**config.mk**
```make
export PLATFORM = sky130hd
export DESIGN_NAME = ssi_top
export DESIGN_NICKNAME = d
export VERILOG_FILES = /design/src/rtl/ssi_pkg.sv /design/src/rtl/ssi_top.sv /design/src/rtl/ssi_tick.sv
export SDC_FILE = /design/constraint.sdc
export NUM_CORES = 1
export LEC_CHECK = 0
export ABC_AREA = 0
export BUFFER_PORTS_ARGS = -buffer_cell sky130_fd_sc_hd__buf_2
export CAP_MARGIN = 20
export CELL_PAD_IN_SITES_DETAIL_PLACEMENT = 0
export CELL_PAD_IN_SITES_GLOBAL_PLACEMENT = 1
export CORE_MARGIN = 1.5
export CORE_UTILIZATION = 49
export CTS_CLUSTER_DIAMETER = 80
export DETAILED_ROUTE_END_ITERATION = 10
export PLACE_DENSITY = 0.9
export SKIP_CTS_REPAIR_TIMING = 1
export SYNTH_ARGS = -nofsm -noshare
export SYNTH_HDL_FRONTEND = slang
export SYNTH_SLANG_ARGS = --single-unit
```
**constraint.sdc**
```tcl
create_clock -name clk_sys -period 2.4 [get_ports clk_sys]
set_clock_uncertainty 0.15 [all_clocks]
set_input_delay 0.48 -clock clk_sys [delete_from_list [all_inputs] [get_ports clk_sys]]
set_output_delay 0.48 -clock clk_sys [all_outputs]
set_load 0.01 [all_outputs]
```
**src/rtl/ssi_pkg.sv**
```systemverilog
// Constants shared by the status indicator sequencer.
// Assumes a single 100 MHz system clock.
package ssi_pkg;
  localparam int unsigned CLK_HZ         = 100_000_000;
  localparam int unsigned TICK_MS        = 1;
  localparam int unsigned TICK_CYCLES    = CLK_HZ / 1000 * TICK_MS;
  localparam int unsigned BLINK_HALF_MS  = 250;
  localparam int unsigned RESULT_MS      = 500;
  localparam int unsigned WARMUP_MS      = 5000;
  localparam int unsigned BLINK_TICKS    = BLINK_HALF_MS / TICK_MS;
  localparam int unsigned RESULT_TICKS   = RESULT_MS / TICK_MS;
  localparam int unsigned WARMUP_TICKS   = WARMUP_MS / TICK_MS;
  localparam int unsigned SETUP_STEP_MS  = 500;
  localparam int unsigned SETUP_TICKS    = SETUP_STEP_MS / TICK_MS;
  localparam int          TW             = 13;
  localparam logic [2:0]  LAMP_OFF       = 3'h0;
  localparam logic [2:0]  LAMP_YELLOW    = 3'h1;
  localparam logic [2:0]  LAMP_GREEN     = 3'h2;
  localparam logic [2:0]  LAMP_RED       = 3'h4;
  typedef enum logic [2:0] {
    SSI_WARMUP = 3'h0,
    SSI_IDLE   = 3'h1,
    SSI_ACTIVE = 3'h3,
    SSI_GOOD   = 3'h2,
    SSI_BAD    = 3'h6
  } ssi_state_e;
endpackage

```
**src/rtl/ssi_top.sv**
```systemverilog
// Status lamp sequencer for a laser bar code scanner.
// Assumes pin inputs are asynchronous; decode events are clk_sys pulses.
`timescale 1ns/1ns
`default_nettype none
module ssi_top #(
  parameter int unsigned TICK_DIV = ssi_pkg::TICK_CYCLES
) (
  input  wire logic       clk_sys,
  input  wire logic       nrst,
  input  wire logic       trig_pin,
  input  wire logic       serial_trig,
  input  wire logic       continuous_mode,
  input  wire logic       setup_mode,
  input  wire logic       fault,
  input  wire logic       good_read,
  input  wire logic       no_read,
  input  wire logic       invalid_symbol_flag,
  output logic      [2:0] lamp,
  output logic            laser_on
);
  ////////////////////////////////////////////////////////////////////////////
  // Synchronisers for pin-level inputs
  logic [1:0] trig_sync;
  logic [1:0] cont_sync;
  logic [1:0] setup_sync;
  logic [1:0] fault_sync;
  // Marks when the synchronisers hold real pin levels, not reset zeros
  logic [1:0] sync_fill;
  always_ff @(posedge clk_sys or negedge nrst) begin
    if (!nrst) begin
      sync_fill  <= 2'h0;
      trig_sync  <= 2'h0;
      cont_sync  <= 2'h0;
      setup_sync <= 2'h0;
      fault_sync <= 2'h0;
    end else begin
      sync_fill  <= {sync_fill[0], 1'b1};
      trig_sync  <= {trig_sync[0], trig_pin};
      cont_sync  <= {cont_sync[0], continuous_mode};
      setup_sync <= {setup_sync[0], setup_mode};
      fault_sync <= {fault_sync[0], fault};
    end
  end
  wire trig_s  = trig_sync[1];
  wire cont_s  = cont_sync[1];
  wire setup_s = setup_sync[1];
  wire fault_s = fault_sync[1];
  wire sync_ok = sync_fill[1];

  ////////////////////////////////////////////////////////////////////////////
  // Time base
  logic tick;
  ssi_tick #(.DIV(TICK_DIV)) u_tick (
    .clk_sys (clk_sys),
    .nrst    (nrst),
    .tick    (tick)
  );

  logic [ssi_pkg::TW-1:0] blink_cnt;
  logic                   blink;
  logic [ssi_pkg::TW-1:0] setup_cnt;
  logic [1:0]             setup_phase;
  wire blink_wrap = tick && (blink_cnt == ssi_pkg::TW'(ssi_pkg::BLINK_TICKS - 1));
  wire setup_wrap = tick && (setup_cnt == ssi_pkg::TW'(ssi_pkg::SETUP_TICKS - 1));
  always_ff @(posedge clk_sys or negedge nrst) begin
    if (!nrst) begin
      blink_cnt <= '0;
      blink     <= 1'b0;
    end else if (tick) begin
      blink_cnt <= blink_wrap ? '0 : blink_cnt + 1'b1;
      blink     <= blink ^ blink_wrap;
    end
  end
  // Setup sequence restarts on red each time setup mode is entered
  always_ff @(posedge clk_sys or negedge nrst) begin
    if (!nrst) begin
      setup_cnt   <= '0;
      setup_phase <= 2'h0;
    end else if (!setup_s) begin
      setup_cnt   <= '0;
      setup_phase <= 2'h0;
    end else if (tick) begin
      setup_cnt   <= setup_wrap ? '0 : setup_cnt + 1'b1;
      if (setup_wrap) begin
        setup_phase <= (setup_phase == 2'h2) ? 2'h0 : setup_phase + 2'h1;
      end
    end
  end

  ////////////////////////////////////////////////////////////////////////////
  // Main sequencer
  ssi_pkg::ssi_state_e    state;
  ssi_pkg::ssi_state_e    next_state;
  logic [ssi_pkg::TW-1:0] timer;
  logic [ssi_pkg::TW-1:0] next_timer;
  logic                   trig_prev;
  logic                   ser_pend;

  // Serial trigger sets a request; a hardware edge also starts a read
  wire trig_rise  = trig_s && !trig_prev;
  wire trig_start = !cont_s && (trig_rise || serial_trig || ser_pend);
  wire bad_read   = no_read || invalid_symbol_flag;
  wire timer_done = tick && (timer == '0);

  always_ff @(posedge clk_sys or negedge nrst) begin
    if (!nrst) begin
      trig_prev <= 1'b0;
    end else begin
      trig_prev <= trig_s;
    end
  end

  // A serial trigger ends the read window at the next result
  always_ff @(posedge clk_sys or negedge nrst) begin
    if (!nrst) begin
      ser_pend <= 1'b0;
    end else if (cont_s) begin
      ser_pend <= 1'b0;
    end else if (serial_trig) begin
      ser_pend <= 1'b1;
    end else if (good_read || bad_read) begin
      ser_pend <= 1'b0;
    end
  end

  always_comb begin
    next_state = state;
    next_timer = timer;
    if (tick && timer != '0) begin
      next_timer = timer - 1'b1;
    end
    case (state)
      ssi_pkg::SSI_WARMUP: begin
        // Mode is only judged once the synchroniser has filled
        if (sync_ok && !cont_s) begin
          next_state = ssi_pkg::SSI_IDLE;
        end else if (cont_s && good_read) begin
          next_state = ssi_pkg::SSI_GOOD;
          next_timer = ssi_pkg::TW'(ssi_pkg::RESULT_TICKS - 1);
        end else if (timer_done) begin
          next_state = ssi_pkg::SSI_ACTIVE;
        end
      end
      ssi_pkg::SSI_IDLE: begin
        if (cont_s) begin
          next_state = ssi_pkg::SSI_ACTIVE;
        end else if (trig_start) begin
          next_state = ssi_pkg::SSI_ACTIVE;
        end
      end
      ssi_pkg::SSI_ACTIVE: begin
        if (good_read) begin
          next_state = ssi_pkg::SSI_GOOD;
          next_timer = ssi_pkg::TW'(ssi_pkg::RESULT_TICKS - 1);
        end else if (bad_read && !cont_s) begin
          next_state = ssi_pkg::SSI_BAD;
          next_timer = ssi_pkg::TW'(ssi_pkg::RESULT_TICKS - 1);
        end else if (!cont_s && !trig_s && !ser_pend) begin
          next_state = ssi_pkg::SSI_IDLE;
        end
      end
      ssi_pkg::SSI_GOOD, ssi_pkg::SSI_BAD: begin
        if (timer_done) begin
          next_state = cont_s ? ssi_pkg::SSI_ACTIVE : ssi_pkg::SSI_IDLE;
        end
      end
      default: begin
        next_state = ssi_pkg::SSI_IDLE;
      end
    endcase
  end

  always_ff @(posedge clk_sys or negedge nrst) begin
    if (!nrst) begin
      state <= ssi_pkg::SSI_WARMUP;
      timer <= ssi_pkg::TW'(ssi_pkg::WARMUP_TICKS - 1);
    end else begin
      state <= next_state;
      timer <= next_timer;
    end
  end

  ////////////////////////////////////////////////////////////////////////////
  // Lamp selection
  logic [2:0] setup_color;
  always_comb begin
    case (setup_phase)
      2'h0:    setup_color = ssi_pkg::LAMP_RED;
      2'h1:    setup_color = ssi_pkg::LAMP_YELLOW;
      default: setup_color = ssi_pkg::LAMP_GREEN;
    endcase
  end

  wire        laser_state = (state == ssi_pkg::SSI_ACTIVE);
  wire [2:0]  blink_yel   = blink ? ssi_pkg::LAMP_YELLOW : ssi_pkg::LAMP_OFF;
  wire [2:0]  blink_red   = blink ? ssi_pkg::LAMP_RED : ssi_pkg::LAMP_OFF;
  wire [2:0]  next_lamp   =
    fault_s ? blink_red :
    setup_s ? setup_color :
    (state == ssi_pkg::SSI_GOOD) ? ssi_pkg::LAMP_GREEN :
    (state == ssi_pkg::SSI_BAD)  ? ssi_pkg::LAMP_RED :
    laser_state ? ssi_pkg::LAMP_YELLOW :
    blink_yel;

  // Laser follows the active state only; it is never gated by the lamp
  always_ff @(posedge clk_sys or negedge nrst) begin
    if (!nrst) begin
      lamp     <= ssi_pkg::LAMP_OFF;
      laser_on <= 1'b0;
    end else begin
      lamp     <= next_lamp;
      laser_on <= laser_state;
    end
  end
endmodule
`default_nettype wire

```
**src/rtl/ssi_tick.sv**
```systemverilog
// Prescaler producing a one-cycle tick enable.
// Assumes one clock domain, clk_sys.
`timescale 1ns/1ns
`default_nettype none
module ssi_tick #(
  parameter int unsigned DIV = ssi_pkg::TICK_CYCLES
) (
  input  wire logic clk_sys,
  input  wire logic nrst,
  output logic      tick
);
  logic [31:0] cnt;
  wire         wrap = (cnt == 32'(DIV - 1));
  always_ff @(posedge clk_sys or negedge nrst) begin
    if (!nrst) begin
      cnt  <= 32'h0;
      tick <= 1'b0;
    end else begin
      cnt  <= wrap ? 32'h0 : cnt + 32'h1;
      tick <= wrap;
    end
  end
endmodule
`default_nettype wire

```
* Word level (Yosys, flattened, before mapping)
Index checks and enable logic that the tools add are counted.
Storage, ports and cells: bits in registers 94, bits of input ports 10, output and inout port bits 4, logic and storage cells 102
Cells by class: add/sub/neg operators 5, eq/ne operators 15, multiplexer cells 37, bitwise logic cells 1, reduce and logical (&&, ||, !) cells 27
Operator list (number):
- $mux 13 | 9
- $mux 3 | 14
- $add 32x1->32 const B | 1
- $eq 32x17->1 const B | 1
- $mux 32 | 1
- $add 13x1->13 const B | 2
- $pmux 13 s2 | 1
- $eq 13x8->1 const B | 1
- $eq 13x9->1 const B | 1
- $logic_not 13->1 | 1
- $reduce_bool 13->1 | 1
- $sub 13x1->13 const B | 1
- $pmux 3 s4 | 1
- $logic_and 1x1->1 | 11
- $mux 2 | 5
- $eq 3x2->1 const B | 2
- $pmux 3 s2 | 1
- $mux 1 | 5
- $logic_not 1->1 | 4
- $logic_or 1x1->1 | 4
- $ne 2x1->1 const B | 2
- $ne 4x2->1 const B | 1
- $ne 4x4->1 const B | 1
- $reduce_and 4->1 | 1
- other kinds (13) | 13

* Longest topological paths before layout
Gate-level depths: netlist (run 1).
word-level depth 8, gate-level depth with buffers 7, gate-level depth less buffers 6

* Hierarchy
A second synthesis (run 1) with hierarchy kept.
Unflattened totals: cell total of the unflattened synthesis 439, area, all modules 4500.6 um^2
By module, submodules not included:
- ssi_top | instances 1, cells each 294, area an instance 2901.5 um^2, seq. area each 1535.2 um^2
- ssi_tick | instances 1, cells each 145, area an instance 1599.0 um^2, seq. area each 825.8 um^2

* Worst setup path after synthesis (run 1)
No wires, ideal clock.
path kind reg2reg, from register timer[3] in the netlist's numbering, to register timer[11] in the netlist's numbering, library setup time 0.079 ns, arrival time 1.968 ns, required time 2.171 ns, setup slack 0.203 ns, cell stages (with the launch flop) 6, path buffers 1, clock period less this slack 2.197 ns, cell sequence dfrtp_1 -> or4_1 -> buf_2 -> or3_1 -> or4_1 -> a21oi_1
On the way: cells in the longest elaborated chain, start to end 6, elaborated cells on any way between the ends 9, classes of those cells add/sub (1); mux (6); reduce/logical (2)
RTL lines:
- start, declared | RTL line ssi_top.sv:94 | logic [ssi_pkg::TW-1:0] timer;
- start signal, assigned | RTL line ssi_top.sv:176 | timer <= ssi_pkg::TW'(ssi_pkg::WARMUP_TICKS - 1);
- start signal, assigned | RTL line ssi_top.sv:179 | timer <= next_timer;
- parallel branches: the longest is 2 deep, another holds $sub 13x1->13
- $mux 13 * | RTL line ssi_top.sv:129 | if (tick && timer != '0) begin
- $mux 13, on equally long branches | RTL line ssi_top.sv:155, ssi_top.sv:137
- $mux 13, on equally long branches | RTL line ssi_top.sv:152, ssi_top.sv:135
- $pmux 13 s2 * | RTL line ssi_top.sv:132 | case (state)
- via next_timer, one bit | RTL line ssi_top.sv:95 | logic [ssi_pkg::TW-1:0] next_timer;
Mark *: on every way through the listed nets, which the timed path passes. A chain may end at the register's enable or synchronous reset.

* Final worst setup path (run 1)
Same ends and word-level chain as after synthesis.

==> metrics.md, run 1 <==
| Metric | Value |
|---|---|
| IO Port Bufs | `13` |
| Die X-Extent | `98.88 um` |
| Fin crit share | `96.55%` |
| Comb pwr share | `9.8%` |
| Top cell by count, worst path | `or4_1` |
| CP peak stage delay | `620 ps` |
| Critical path class | `flop to flop` |
| Synthesized instance count | `437` |
| Max Root-Sink Buffers | `2` |
| Final non-filler cell total | `573` |
| Area growth syn-to-layout | `10.25%` |
| Status | `finished, violations left` |
| Post-synth EDFFs | `0` |
| Fin. max-slew vios | `0` |
| Vias in the first global route | `3147` |
| Delay-heaviest family, CP | `simple AND/OR/NAND/NOR gates` |
| CTS sink count | `94` |
| Final setup TNS | `0 ps` |
| CP bufs+invs | `0` |
| Overflow left after global routing | `0` |
| Share of the synthesized area in the top cell type | `48.33%` |
| DRT iter0 DRCs | `150` |
| Reg2Reg Setup Slack | `80 ps` |
| WL/cell | `14.46 um` |
| Internal Power | `2.342 mW` |
| Cell Chain, Critical Path | `or4_1 -> or3_1 -> or4_1 -> a21oi_1` |
| Pwr dens | `623.8 nW/um^2` |
| WL final | `8.284 mm` |
| Hold Vio Cnt, Final | `0` |
| Largest net degree at the start of global routing | `95` |
| Clock latency on the worst-skew pair | `350 ps` |
| Final setup viols | `0` |
| Synth area leaders | `dfrtp_1 (48%), xnor2_1 (6.8%), dfstp_2 (4.1%), nor2_1 (3.5%), nand3_1 (2.8%)` |
| Share of cells above drive strength 1 | `12.47%` |
| Mean Syn Cell Area | `10.31 um^2` |
| Violated checks | `design-rule violations` |
| CTS tree | `yes` |
| H-tree Lvls | `3` |
| Post-DR vias/cell | `5.684` |
| Clock network fraction of design power | `35.7%` |
| Slowest CP cell | `or4_1` |
| Mapped Nets | `453` |
| Min Tclk post-route | `2317 ps` |
| Worst Setup Start Kind | `flop` |
| Fillers | `757` |
| Max_cap viols | `0` |
| Multi-input logic area | `2062 um^2` |
| Worst reg2reg startpoint | `timer[3]` |
| Die Ht | `98.88 um` |
| Critical Path Sink Type | `flop` |
| Post-Place Cells | `558` |
| Fmax achieved | `431.6 MHz` |
| Row cnt | `34` |
| Seq. cell area | `2361 um^2` |
| Pwr Total | `3.098 mW` |
| Critical path required time | `2530 ps` |
| Asr flop ratio synth | `100.0%` |
| Initial core utilization | `51.15%` |
| Initial antenna violation count | `0` |
| Routed vias | `3257` |
| Total CTS buffers | `9` |
| Root Driver | `clkbuf_8` |
| Switching part of the total | `24.42%` |
| Gr usage total | `18.36%` |
| 1st-pass router iterations | `7` |
| FF-to-FF End | `timer[11]` |
| Net Switching | `756.4 uW` |
| Ys Warns | `0` |
| Ant diodes | `0` |
| Unique masters post-synth | `49` |
| IO Pins | `14` |
| P_leak | `2.049 nW` |
| Core Area | `8806 um^2` |
| Largest area contributor in the netlist | `dfrtp_1` |
| Mapped cell area | `4504 um^2` |
| Number of synthesized register bits | `94` |
| Clk slew on worst S/H paths | `90 ps` |
| Placer Congestion | `0.8158` |
| Peak supply drop | `0.3085 mV` |
| Global-route wire length before repair | `14.50 mm` |
| Remaining DRCs | `2` |
| Layout Nets | `477` |
| Worst path arrival time | `2450 ps` |
| Min-delay worst type | `input pin to async pin` |
| Worst Reg2Reg Path Length in Cells | `4` |
| Area of the die | `9776 um^2` |
| RSZ-0062 raised after global routing | `false` |
| Hpwl dp | `5.600 mm` |
| Predominant post-synthesis flop cell | `dfrtp_1` |
| Routed Antenna Nets | `0` |
| Sequential Power Share | `54.5%` |
| Sequential fraction of the synthesis area | `52.42%` |
| Worst Path Max Fanout | `7` |
==> per-layer routing <==
metal  global-route usage, %  wire length [um]  vias up
met5                       0                 0        -
met4                   6.923                87        0
met3                   3.333               185       10
met2                   28.81              3911       36
met1                   25.61              4099     1599
li1                        -                 -     1612
==> cells in the mapped netlist, drive strengths merged (3+ instances only) <==
| cell | number |
|---|---|
| and3 | 7 |
| nand4 | 19 |
| o211ai | 3 |
| xnor2 | 35 |
| o21ai | 9 |
| and2 | 5 |
| nor2b | 7 |
| or3 | 9 |
| nor2 | 42 |
| nor4 | 16 |
| inv | 13 |
| mux2i | 4 |
| or2 | 3 |
| xor2 | 12 |
| o31ai | 5 |
| or4b | 3 |
| nand3 | 25 |
| and4 | 3 |
| or4 | 12 |
| nand2b | 5 |
| dfstp | 7 |
| o41ai | 4 |
| ha | 6 |
| clkbuf | 8 |
| nor3 | 10 |
| nand2 | 33 |
| nand3b | 4 |
| a21oi | 17 |
| dfrtp | 87 |
==> flip-flops by register name, summed over array words and instances (netlist names) <==
| signal | cells |
|---|---|
| state | 3 |
| sync_fill | 2 |
| u_tick.tick | 1 |
| trig_prev | 1 |
| ser_pend | 1 |
| lamp | 3 |
| setup_cnt | 13 |
| laser_on | 1 |
| fault_sync | 2 |
| setup_phase | 2 |
| blink_cnt | 13 |
| blink | 1 |
| timer | 13 |
| cont_sync | 2 |
| u_tick.cnt | 32 |
| trig_sync | 2 |
| setup_sync | 2 |
==> placed cells by master (no fill, tap or decap), types with 11 or more instances in the layout <==
master	count
buf_2	12
nor4_1	11
nand3_1	25
xnor2_1	35
xor2_1	12
a21oi_1	17
nand2_1	33
or4_1	12
dfrtp_1	87
nor2_1	42
inv_1	13
nand4_1	19
==> power groups by stage <==
stage	sequential (mW)	clock, mW	combinational, mW
2_1_floorplan	1.69	0	0.212
3_3_place_gp	1.72	0	0.299
3_5_place_dp	1.72	0	0.304
4_1_cts	1.69	1.13	0.306
5_1_grt	1.70	1.20	0.341
6_report	1.69	1.11	0.304
==> worst max path at each step <==
stage             start        end  slack, ps  cells past startpoint
3_5_place_dp   timer[3]  timer[11]        120                      4
6_report       timer[3]  timer[11]         80                      4
2_1_floorplan  timer[3]  timer[11]        200                      5
5_1_grt        timer[3]  timer[10]          5                      4
4_1_cts        timer[3]  timer[11]        110                      4
3_3_place_gp   timer[3]  timer[11]        160                      4
==> worst reg2reg max path: stages (launching register included) <==
cell and delay [ps]:
dfrtp_1 430, or4_1 620, or3_1 400, or4_1 500, a21oi_1 150
==> per-stage QoR <==
step | utilization (%) | hold slack [ps] | area [um^2] | setup slack, ps
after floorplan | - | 34.41 | 4504 | 203.4
after global placement | 53.99 | 182.5 | 4755 | 155.5
after detailed placement | 53.99 | 191.8 | 4755 | 116.4
after CTS | 56.31 | 28.25 | 4959 | 106.7
after global routing | 56.39 | 41.41 | 4966 | 4.685
final | 56.39 | 14.21 | 4966 | 82.91
==> area by class of cell <==
class,instances,area share [%]
clock buffers,11,2.646
clock inverters,4,1.461
inverters,13,0.9826
multi-input cells,320,41.52
flip-flops and latches,94,47.54
well taps,108,2.721
repair buffers,23,3.124
==> logic make-up after synthesis <==
family | Yosys count | share of synthesized area, %
muxes | 6 | 1.389
adders and majority gates | 6 | 1.667
other | 1 | 0.08325
buffers and inverters | 23 | 1.972
and+or+nand+nor | 208 | 25.89
AOI/OAI and AO/OA | 52 | 7.444
DFF | 94 | 52.42
xor gates and xnor gates | 47 | 9.139
Power figures use the tool's default switching activity.
==> run 2, diff against run 1 <==
--- a/config.mk
+++ b/config.mk
@@ -6,7 +6,7 @@
 export NUM_CORES = 1
 export LEC_CHECK = 0
 export ABC_AREA = 0
-export BUFFER_PORTS_ARGS = -buffer_cell sky130_fd_sc_hd__buf_2
+export BUFFER_PORTS_ARGS = -buffer_cell sky130_fd_sc_hd__clkbuf_2
 export CAP_MARGIN = 20
 export CELL_PAD_IN_SITES_DETAIL_PLACEMENT = 0
 export CELL_PAD_IN_SITES_GLOBAL_PLACEMENT = 1
==> metrics.md, run 2 (synthesized netlist as in run 1, its figures left out) <==
| Metric | Value |
|---|---|
| Status | `finished, violations left` |
| Violated checks | `design-rule violations` |
| Initial antenna violation count | `0 (unchanged)` |
| CP peak stage delay | `610 ps (about the same)` |
| Max reg flops | `32 (unchanged)` |
| 1st-pass router iterations | `7 (unchanged)` |
| Worst setup margin | `66.23 ps (-16.68 ps)` |
| Worst Setup Start Kind | `flop` |
| Hpwl dp | `5.868 mm (+4.8%)` |
| WL/cell | `14.47 um (about the same)` |
| Most frequent cells in the layout | `dfrtp_1 (87), nor2_1 (42), xnor2_1 (35)` |
| Row cnt | `34 (unchanged)` |
| Ant diodes | `0 (unchanged)` |
| IO Port Bufs | `13 (unchanged)` |
| Initial core utilization | `51.15% (unchanged)` |
| Relative slew slack | `52.21%` |
| Total CTS buffers | `9 (unchanged)` |
| CTS tree | `yes` |
| Peak supply drop | `0.3053 mV (-1.0%)` |
| Post-Place Worst Slack | `78.88 ps (-37.50 ps)` |
| Vias in the first global route | `3259 (+3.6%)` |
| Routed vias | `3261 (+0.12%)` |
| IO Pins | `14 (unchanged)` |
| Critical Path Sink Type | `flop` |
| Fin. max-slew vios | `0 (unchanged)` |
| Worst reg2reg startpoint | `timer[3]` |
| Core Area | `8806 um^2 (unchanged)` |
| Delay-heaviest family, CP | `simple AND/OR/NAND/NOR gates` |
| Placer Congestion | `0.8957 (+9.8%)` |
| Post-DR vias/cell | `5.652 (-0.57%)` |
| Layout Nets | `480 (+0.63%)` |
| CTS sink count | `94 (unchanged)` |
| Largest register by flop count | `u_tick.cnt` |
| Global-route wire length before repair | `15.12 mm (+4.2%)` |
| H-tree Lvls | `3 (unchanged)` |
| Final non-filler cell total | `577 (+0.70%)` |
| Multi-input logic area | `2054 um^2 (-0.36%)` |
| Clk slew on worst S/H paths | `100 ps (about the same)` |
| Fillers | `776 (+2.5%)` |
| DRT iter0 DRCs | `223 (+49%)` |
| Worst Path Max Fanout | `7 (unchanged)` |
| Area of the die | `9776 um^2 (unchanged)` |
| RSZ-0062 raised after global routing | `false` |
| Die Ht | `98.88 um (unchanged)` |
| Gr usage total | `19.00% (+0.65 points)` |
| Final setup TNS | `0 ps (unchanged)` |
| Fmax achieved | `428.5 MHz (-0.71%)` |
| Max Root-Sink Buffers | `2 (unchanged)` |
| Worst path arrival time | `2470 ps (+20 ps)` |
| Slew @ Worst Pin | `716.8 ps` |
| Slowest CP cell | `or4_1` |
| Cell Chain, Critical Path | `or4_1 -> or3_1 -> or4_1 -> a21oi_1` |
| Hold Vio Cnt, Final | `0 (unchanged)` |
| Seq. cell area | `2361 um^2 (unchanged)` |
| Largest net degree at the start of global routing | `60 (-37%)` |
| Top cell by count, worst path | `or4_1` |
| Post-Place Cells | `561 (+0.54%)` |
| Clock latency on the worst-skew pair | `360 ps (about the same)` |
| Min Tclk post-route | `2334 ps (+16.68 ps)` |
| P_leak | `2.061 nW (+0.62%)` |
| Critical path class | `flop to flop` |
| Area growth syn-to-layout | `10.36%` |
| Critical Path Start | `timer[3]` |
| Overflow left after global routing | `0 (unchanged)` |
| Most common cell after layout, fill and taps aside | `dfrtp_1` |
| Max_cap viols | `0 (unchanged)` |
| Root Driver | `clkbuf_8` |
| Share of cells above drive strength 1 | `13.43% (+0.96 points)` |
| CP bufs+invs | `0 (unchanged)` |
| Die X-Extent | `98.88 um (unchanged)` |
| Final instance area | `4971 um^2 (+0.10%)` |
| Final setup viols | `0 (unchanged)` |
| Fin crit share | `97.24% (+0.70 points)` |
| Placed inst area | `4765 um^2 (+0.21%)` |
| Pwr Total | `3.078 mW (-0.63%)` |
| Remaining DRCs | `2 (unchanged)` |
| Critical path required time | `2540 ps (about the same)` |
| Min-delay worst type | `input pin to async pin` |
| Routed Antenna Nets | `0 (unchanged)` |
| WL final | `8.348 mm (+0.77%)` |
| Pwr dens | `619.3 nW/um^2 (-0.73%)` |
==> run 2: changes by cell type in the layout (fill, tap and decap cells not counted), sizes merged <==
| cell | previous run | this run |
|---|---|---|
| bufinv | 2 | 1 |
| inv | 13 | 15 |
| clkbuf | 11 | 22 |
| buf | 23 | 14 |
| clkinv | 1 | 2 |
==> run 2: path summary, 6_finish.rpt <==
kind / depth (start not counted) / to / slack (ps)
setup / recovery: 4 / timer[11] / 70
hold / removal: 1 / setup_cnt[4] / 2
setup reg to reg: 4 / timer[11] / 70
hold reg to reg: 0 / sync_fill[1] / 210
max in group asynchronous: 2 / u_tick.cnt[29] / 1430
min in group clk_sys: 1 / setup_sync[0] / 70
==> run 2: worst reg2reg max path, delay by kind of cell, from the launching register on <==
family           cells  cell delay [ps]
AND/OR/NAND/NOR      3             1530
flip-flops           1              430
AO/OA/AOI/OAI        1              150
==> run 2: final cells by class <==
cell class	instances	area share, %
Sequential cell	94	47.50
Multi-Input combinational cell	320	41.33
Timing Repair Buffer	26	3.322
Clock buffer	10	2.769
Tap cell	108	2.718
Clock inverter	6	1.384
Inverter	13	0.9816
==> run 2: stage by stage <==
stage | hold slack (ps) | utilization, %
finish | 1.735 | 56.45
global placement | 183.8 | 54.11
CTS | 36.02 | 56.45
global route | 47.77 | 56.45
floorplan | 34.41 | -
detailed placement | 186.3 | 54.11
==> run 2: where the power goes <==
group / internal, mW / switching, mW / leakage (nW)
Clock: 0.518 / 0.569 / 0.103
Sequential: 1.63 / 0.0578 / 1.23
Combinational: 0.130 / 0.173 / 0.733
==> run 2: metal layers <==
metal  vias to the layer above  share of wire, %  GRT usage [%]
met2                        29                48          29.66
met1                      1603                50          27.29
met4                         0              0.75          5.165
met3                         6               2.0          3.688
met5                         -                 0              0
li1                       1623                 -              -
==> run 3, diff against run 2 <==
--- a/config.mk
+++ b/config.mk
@@ -10,6 +10,7 @@
 export CAP_MARGIN = 20
 export CELL_PAD_IN_SITES_DETAIL_PLACEMENT = 0
 export CELL_PAD_IN_SITES_GLOBAL_PLACEMENT = 1
+export CORE_ASPECT_RATIO = 1.25
 export CORE_MARGIN = 1.5
 export CORE_UTILIZATION = 49
 export CTS_CLUSTER_DIAMETER = 80
==> metrics.md, run 3 (synthesized netlist as in run 1, its figures left out) <==
| Metric | Value |
|---|---|
| Post-DR vias/cell | `5.632 (-0.35%)` |
| Ant diodes | `0 (unchanged)` |
| Clk slew on worst S/H paths | `90 ps (about the same)` |
| Final setup TNS | `0 ps (unchanged)` |
| Internal Power | `2.174 mW (-4.6%)` |
| RSZ-0062 raised after global routing | `false` |
| Clock latency on the worst-skew pair | `370 ps (about the same)` |
| Worst path arrival time | `2450 ps (-20 ps)` |
| Comb pwr share | `10.2% (+0.4 points)` |
| Status | `complete, no violations` |
| Critical path class | `flop to flop` |
| Row cnt | `38 (+12%)` |
| Placer Congestion | `0.8162 (-8.9%)` |
| Core Area | `8796 um^2 (-0.11%)` |
| Most frequent cells in the layout | `dfrtp_1 (87), nor2_1 (42), xnor2_1 (35)` |
| Largest register by flop count | `u_tick.cnt` |
| Share of cells above drive strength 1 | `13.28% (-0.16 points)` |
| P_leak | `2.051 nW (-0.52%)` |
| IO Pins | `14 (unchanged)` |
| Final instance area | `4974 um^2 (about the same)` |
| Min-delay worst type | `input pin to flop` |
| Sequential Power Share | `57.0% (+2.1 points)` |
| Critical Path Sink Type | `flop` |
| Worst Path Max Fanout | `6 (-1)` |
| Overflow left after global routing | `0 (unchanged)` |
| Routed Antenna Nets | `0 (unchanged)` |
| Global-route wire length before repair | `14.73 mm (-2.6%)` |
| Initial antenna violation count | `0 (unchanged)` |
| Max Root-Sink Buffers | `2 (unchanged)` |
| Switching part of the total | `26.75% (+0.78 points)` |
| Hold Vio Cnt, Final | `0 (unchanged)` |
| Clock network fraction of design power | `32.8% (-2.5 points)` |
| Fin. max-slew vios | `0 (unchanged)` |
| Worst Setup Start Kind | `flop` |
| Die Ht | `110.2 um (+11%)` |
| Gr usage total | `19.51% (+0.50 points)` |
| Critical path required time | `2550 ps (about the same)` |
| Pwr dens | `596.8 nW/um^2 (-3.6%)` |
| H-tree Lvls | `3 (unchanged)` |
| Final setup viols | `0 (unchanged)` |
| Worst setup margin | `104.7 ps (+38.52 ps)` |
| Post-Place Worst Slack | `78.05 ps (-0.8303 ps)` |
| Min Tclk post-route | `2295 ps (-38.52 ps)` |
| Most common cell after layout, fill and taps aside | `dfrtp_1` |
| Routed vias | `3306 (+1.4%)` |
| IO Port Bufs | `13 (unchanged)` |
| Max_cap viols | `0 (unchanged)` |
| WL final | `8.331 mm (-0.20%)` |
| Layout Nets | `478 (-0.42%)` |
| Total CTS buffers | `9 (unchanged)` |
| WL/cell | `14.19 um (-1.9%)` |
| Root Driver | `clkbuf_8` |
| DRT iter0 DRCs | `189 (-15%)` |
| Die X-Extent | `88.76 um (-10%)` |
| 1st-pass router iterations | `4 (-3)` |
| Net Switching | `794.1 uW (-0.68%)` |
| Remaining DRCs | `0 (-2)` |
| Fmax achieved | `435.7 MHz (+1.7%)` |
| CTS sink count | `94 (unchanged)` |
| Fin crit share | `95.64% (-1.6 points)` |
| Pwr Total | `2.968 mW (-3.6%)` |
| Area growth syn-to-layout | `10.42% (about the same)` |
| Largest net degree at the start of global routing | `42 (-30%)` |
| Vias in the first global route | `3186 (-2.2%)` |
| CTS tree | `yes` |
| Initial core utilization | `51.21% (+0.058 points)` |
| Area of the die | `9780 um^2 (about the same)` |
| Hpwl dp | `5.911 mm (+0.74%)` |
| Placed inst area | `4770 um^2 (+0.10%)` |
| Peak supply drop | `0.3962 mV (+30%)` |
| Max reg flops | `32 (unchanged)` |
[run 3: changes by cell type in the layout (fill, tap and decap cells not counted), sizes merged]
cell,before,now
bufinv,1,0
dlygate4sd3,0,1
buf,14,11
clkinvlp,1,0
clkinv,2,4
[run 3: cell type report]
class | count | area [um^2]
Sequential cell | 94 | 2361
Timing Repair Buffer | 24 | 165.2
Fill cell | 753 | 3822
Clock buffer | 10 | 137.6
Tap cell | 120 | 150.1
Clock inverter | 6 | 45.04
Multi-Input combinational cell | 320 | 2066
Inverter | 13 | 48.80
[run 3: critical path, stage by stage, from the launching register on]
cell	delay [ps]
dfrtp_1	410
or4_1	660
or3_1	370
or4_1	500
a21oi_1	150
[run 3: power groups by stage]
stage                     sequential (mW)  combinational [mW]  clock, mW
after global routing                 1.70               0.348       1.07
after global placement               1.72               0.303          0
after CTS                            1.69               0.309       1.01
after detailed placement             1.72               0.307          0
after floorplan                      1.69               0.212          0
final                                1.69               0.304      0.974
[run 3: final timing paths]
path | from | end | slack (ps) | depth (start not counted)
hold reg to reg | cont_sync[0] | cont_sync[1] | 210 | 0
min in group asynchronous | nrst | setup_cnt[5] | 470 | 2
max in group asynchronous | nrst | setup_sync[1] | 980 | 3
hold / removal | setup_mode | setup_sync[0] | 60 | 1
setup / recovery | timer[6] | timer[11] | 100 | 4
setup reg to reg | timer[6] | timer[11] | 100 | 4
[run 3: per-layer routing]
| metal | part of all wire, % | wire, um | track usage, % |
|---|---|---|---|
| met1 | 46 | 3868 | 25.79 |
| met3 | 2.7 | 229 | 4.691 |
| met2 | 49 | 4075 | 30.79 |
| met4 | 1.9 | 158 | 7.924 |
| met5 | 0 | 0 | 0 |
[run 3: stage by stage]
| step | hold WS, ps | util, % | std cells |
|---|---|---|---|
| 2_1_floorplan | 34.41 | - | 437 |
| 3_3_place_gp | 184.8 | 54.22 | 570 |
| 3_5_place_dp | 184.7 | 54.22 | 570 |
| 4_1_cts | -93.29 | 56.30 | 586 |
| 5_1_grt | 41.05 | 56.54 | 587 |
| 6_report | 63.17 | 56.54 | 587 |
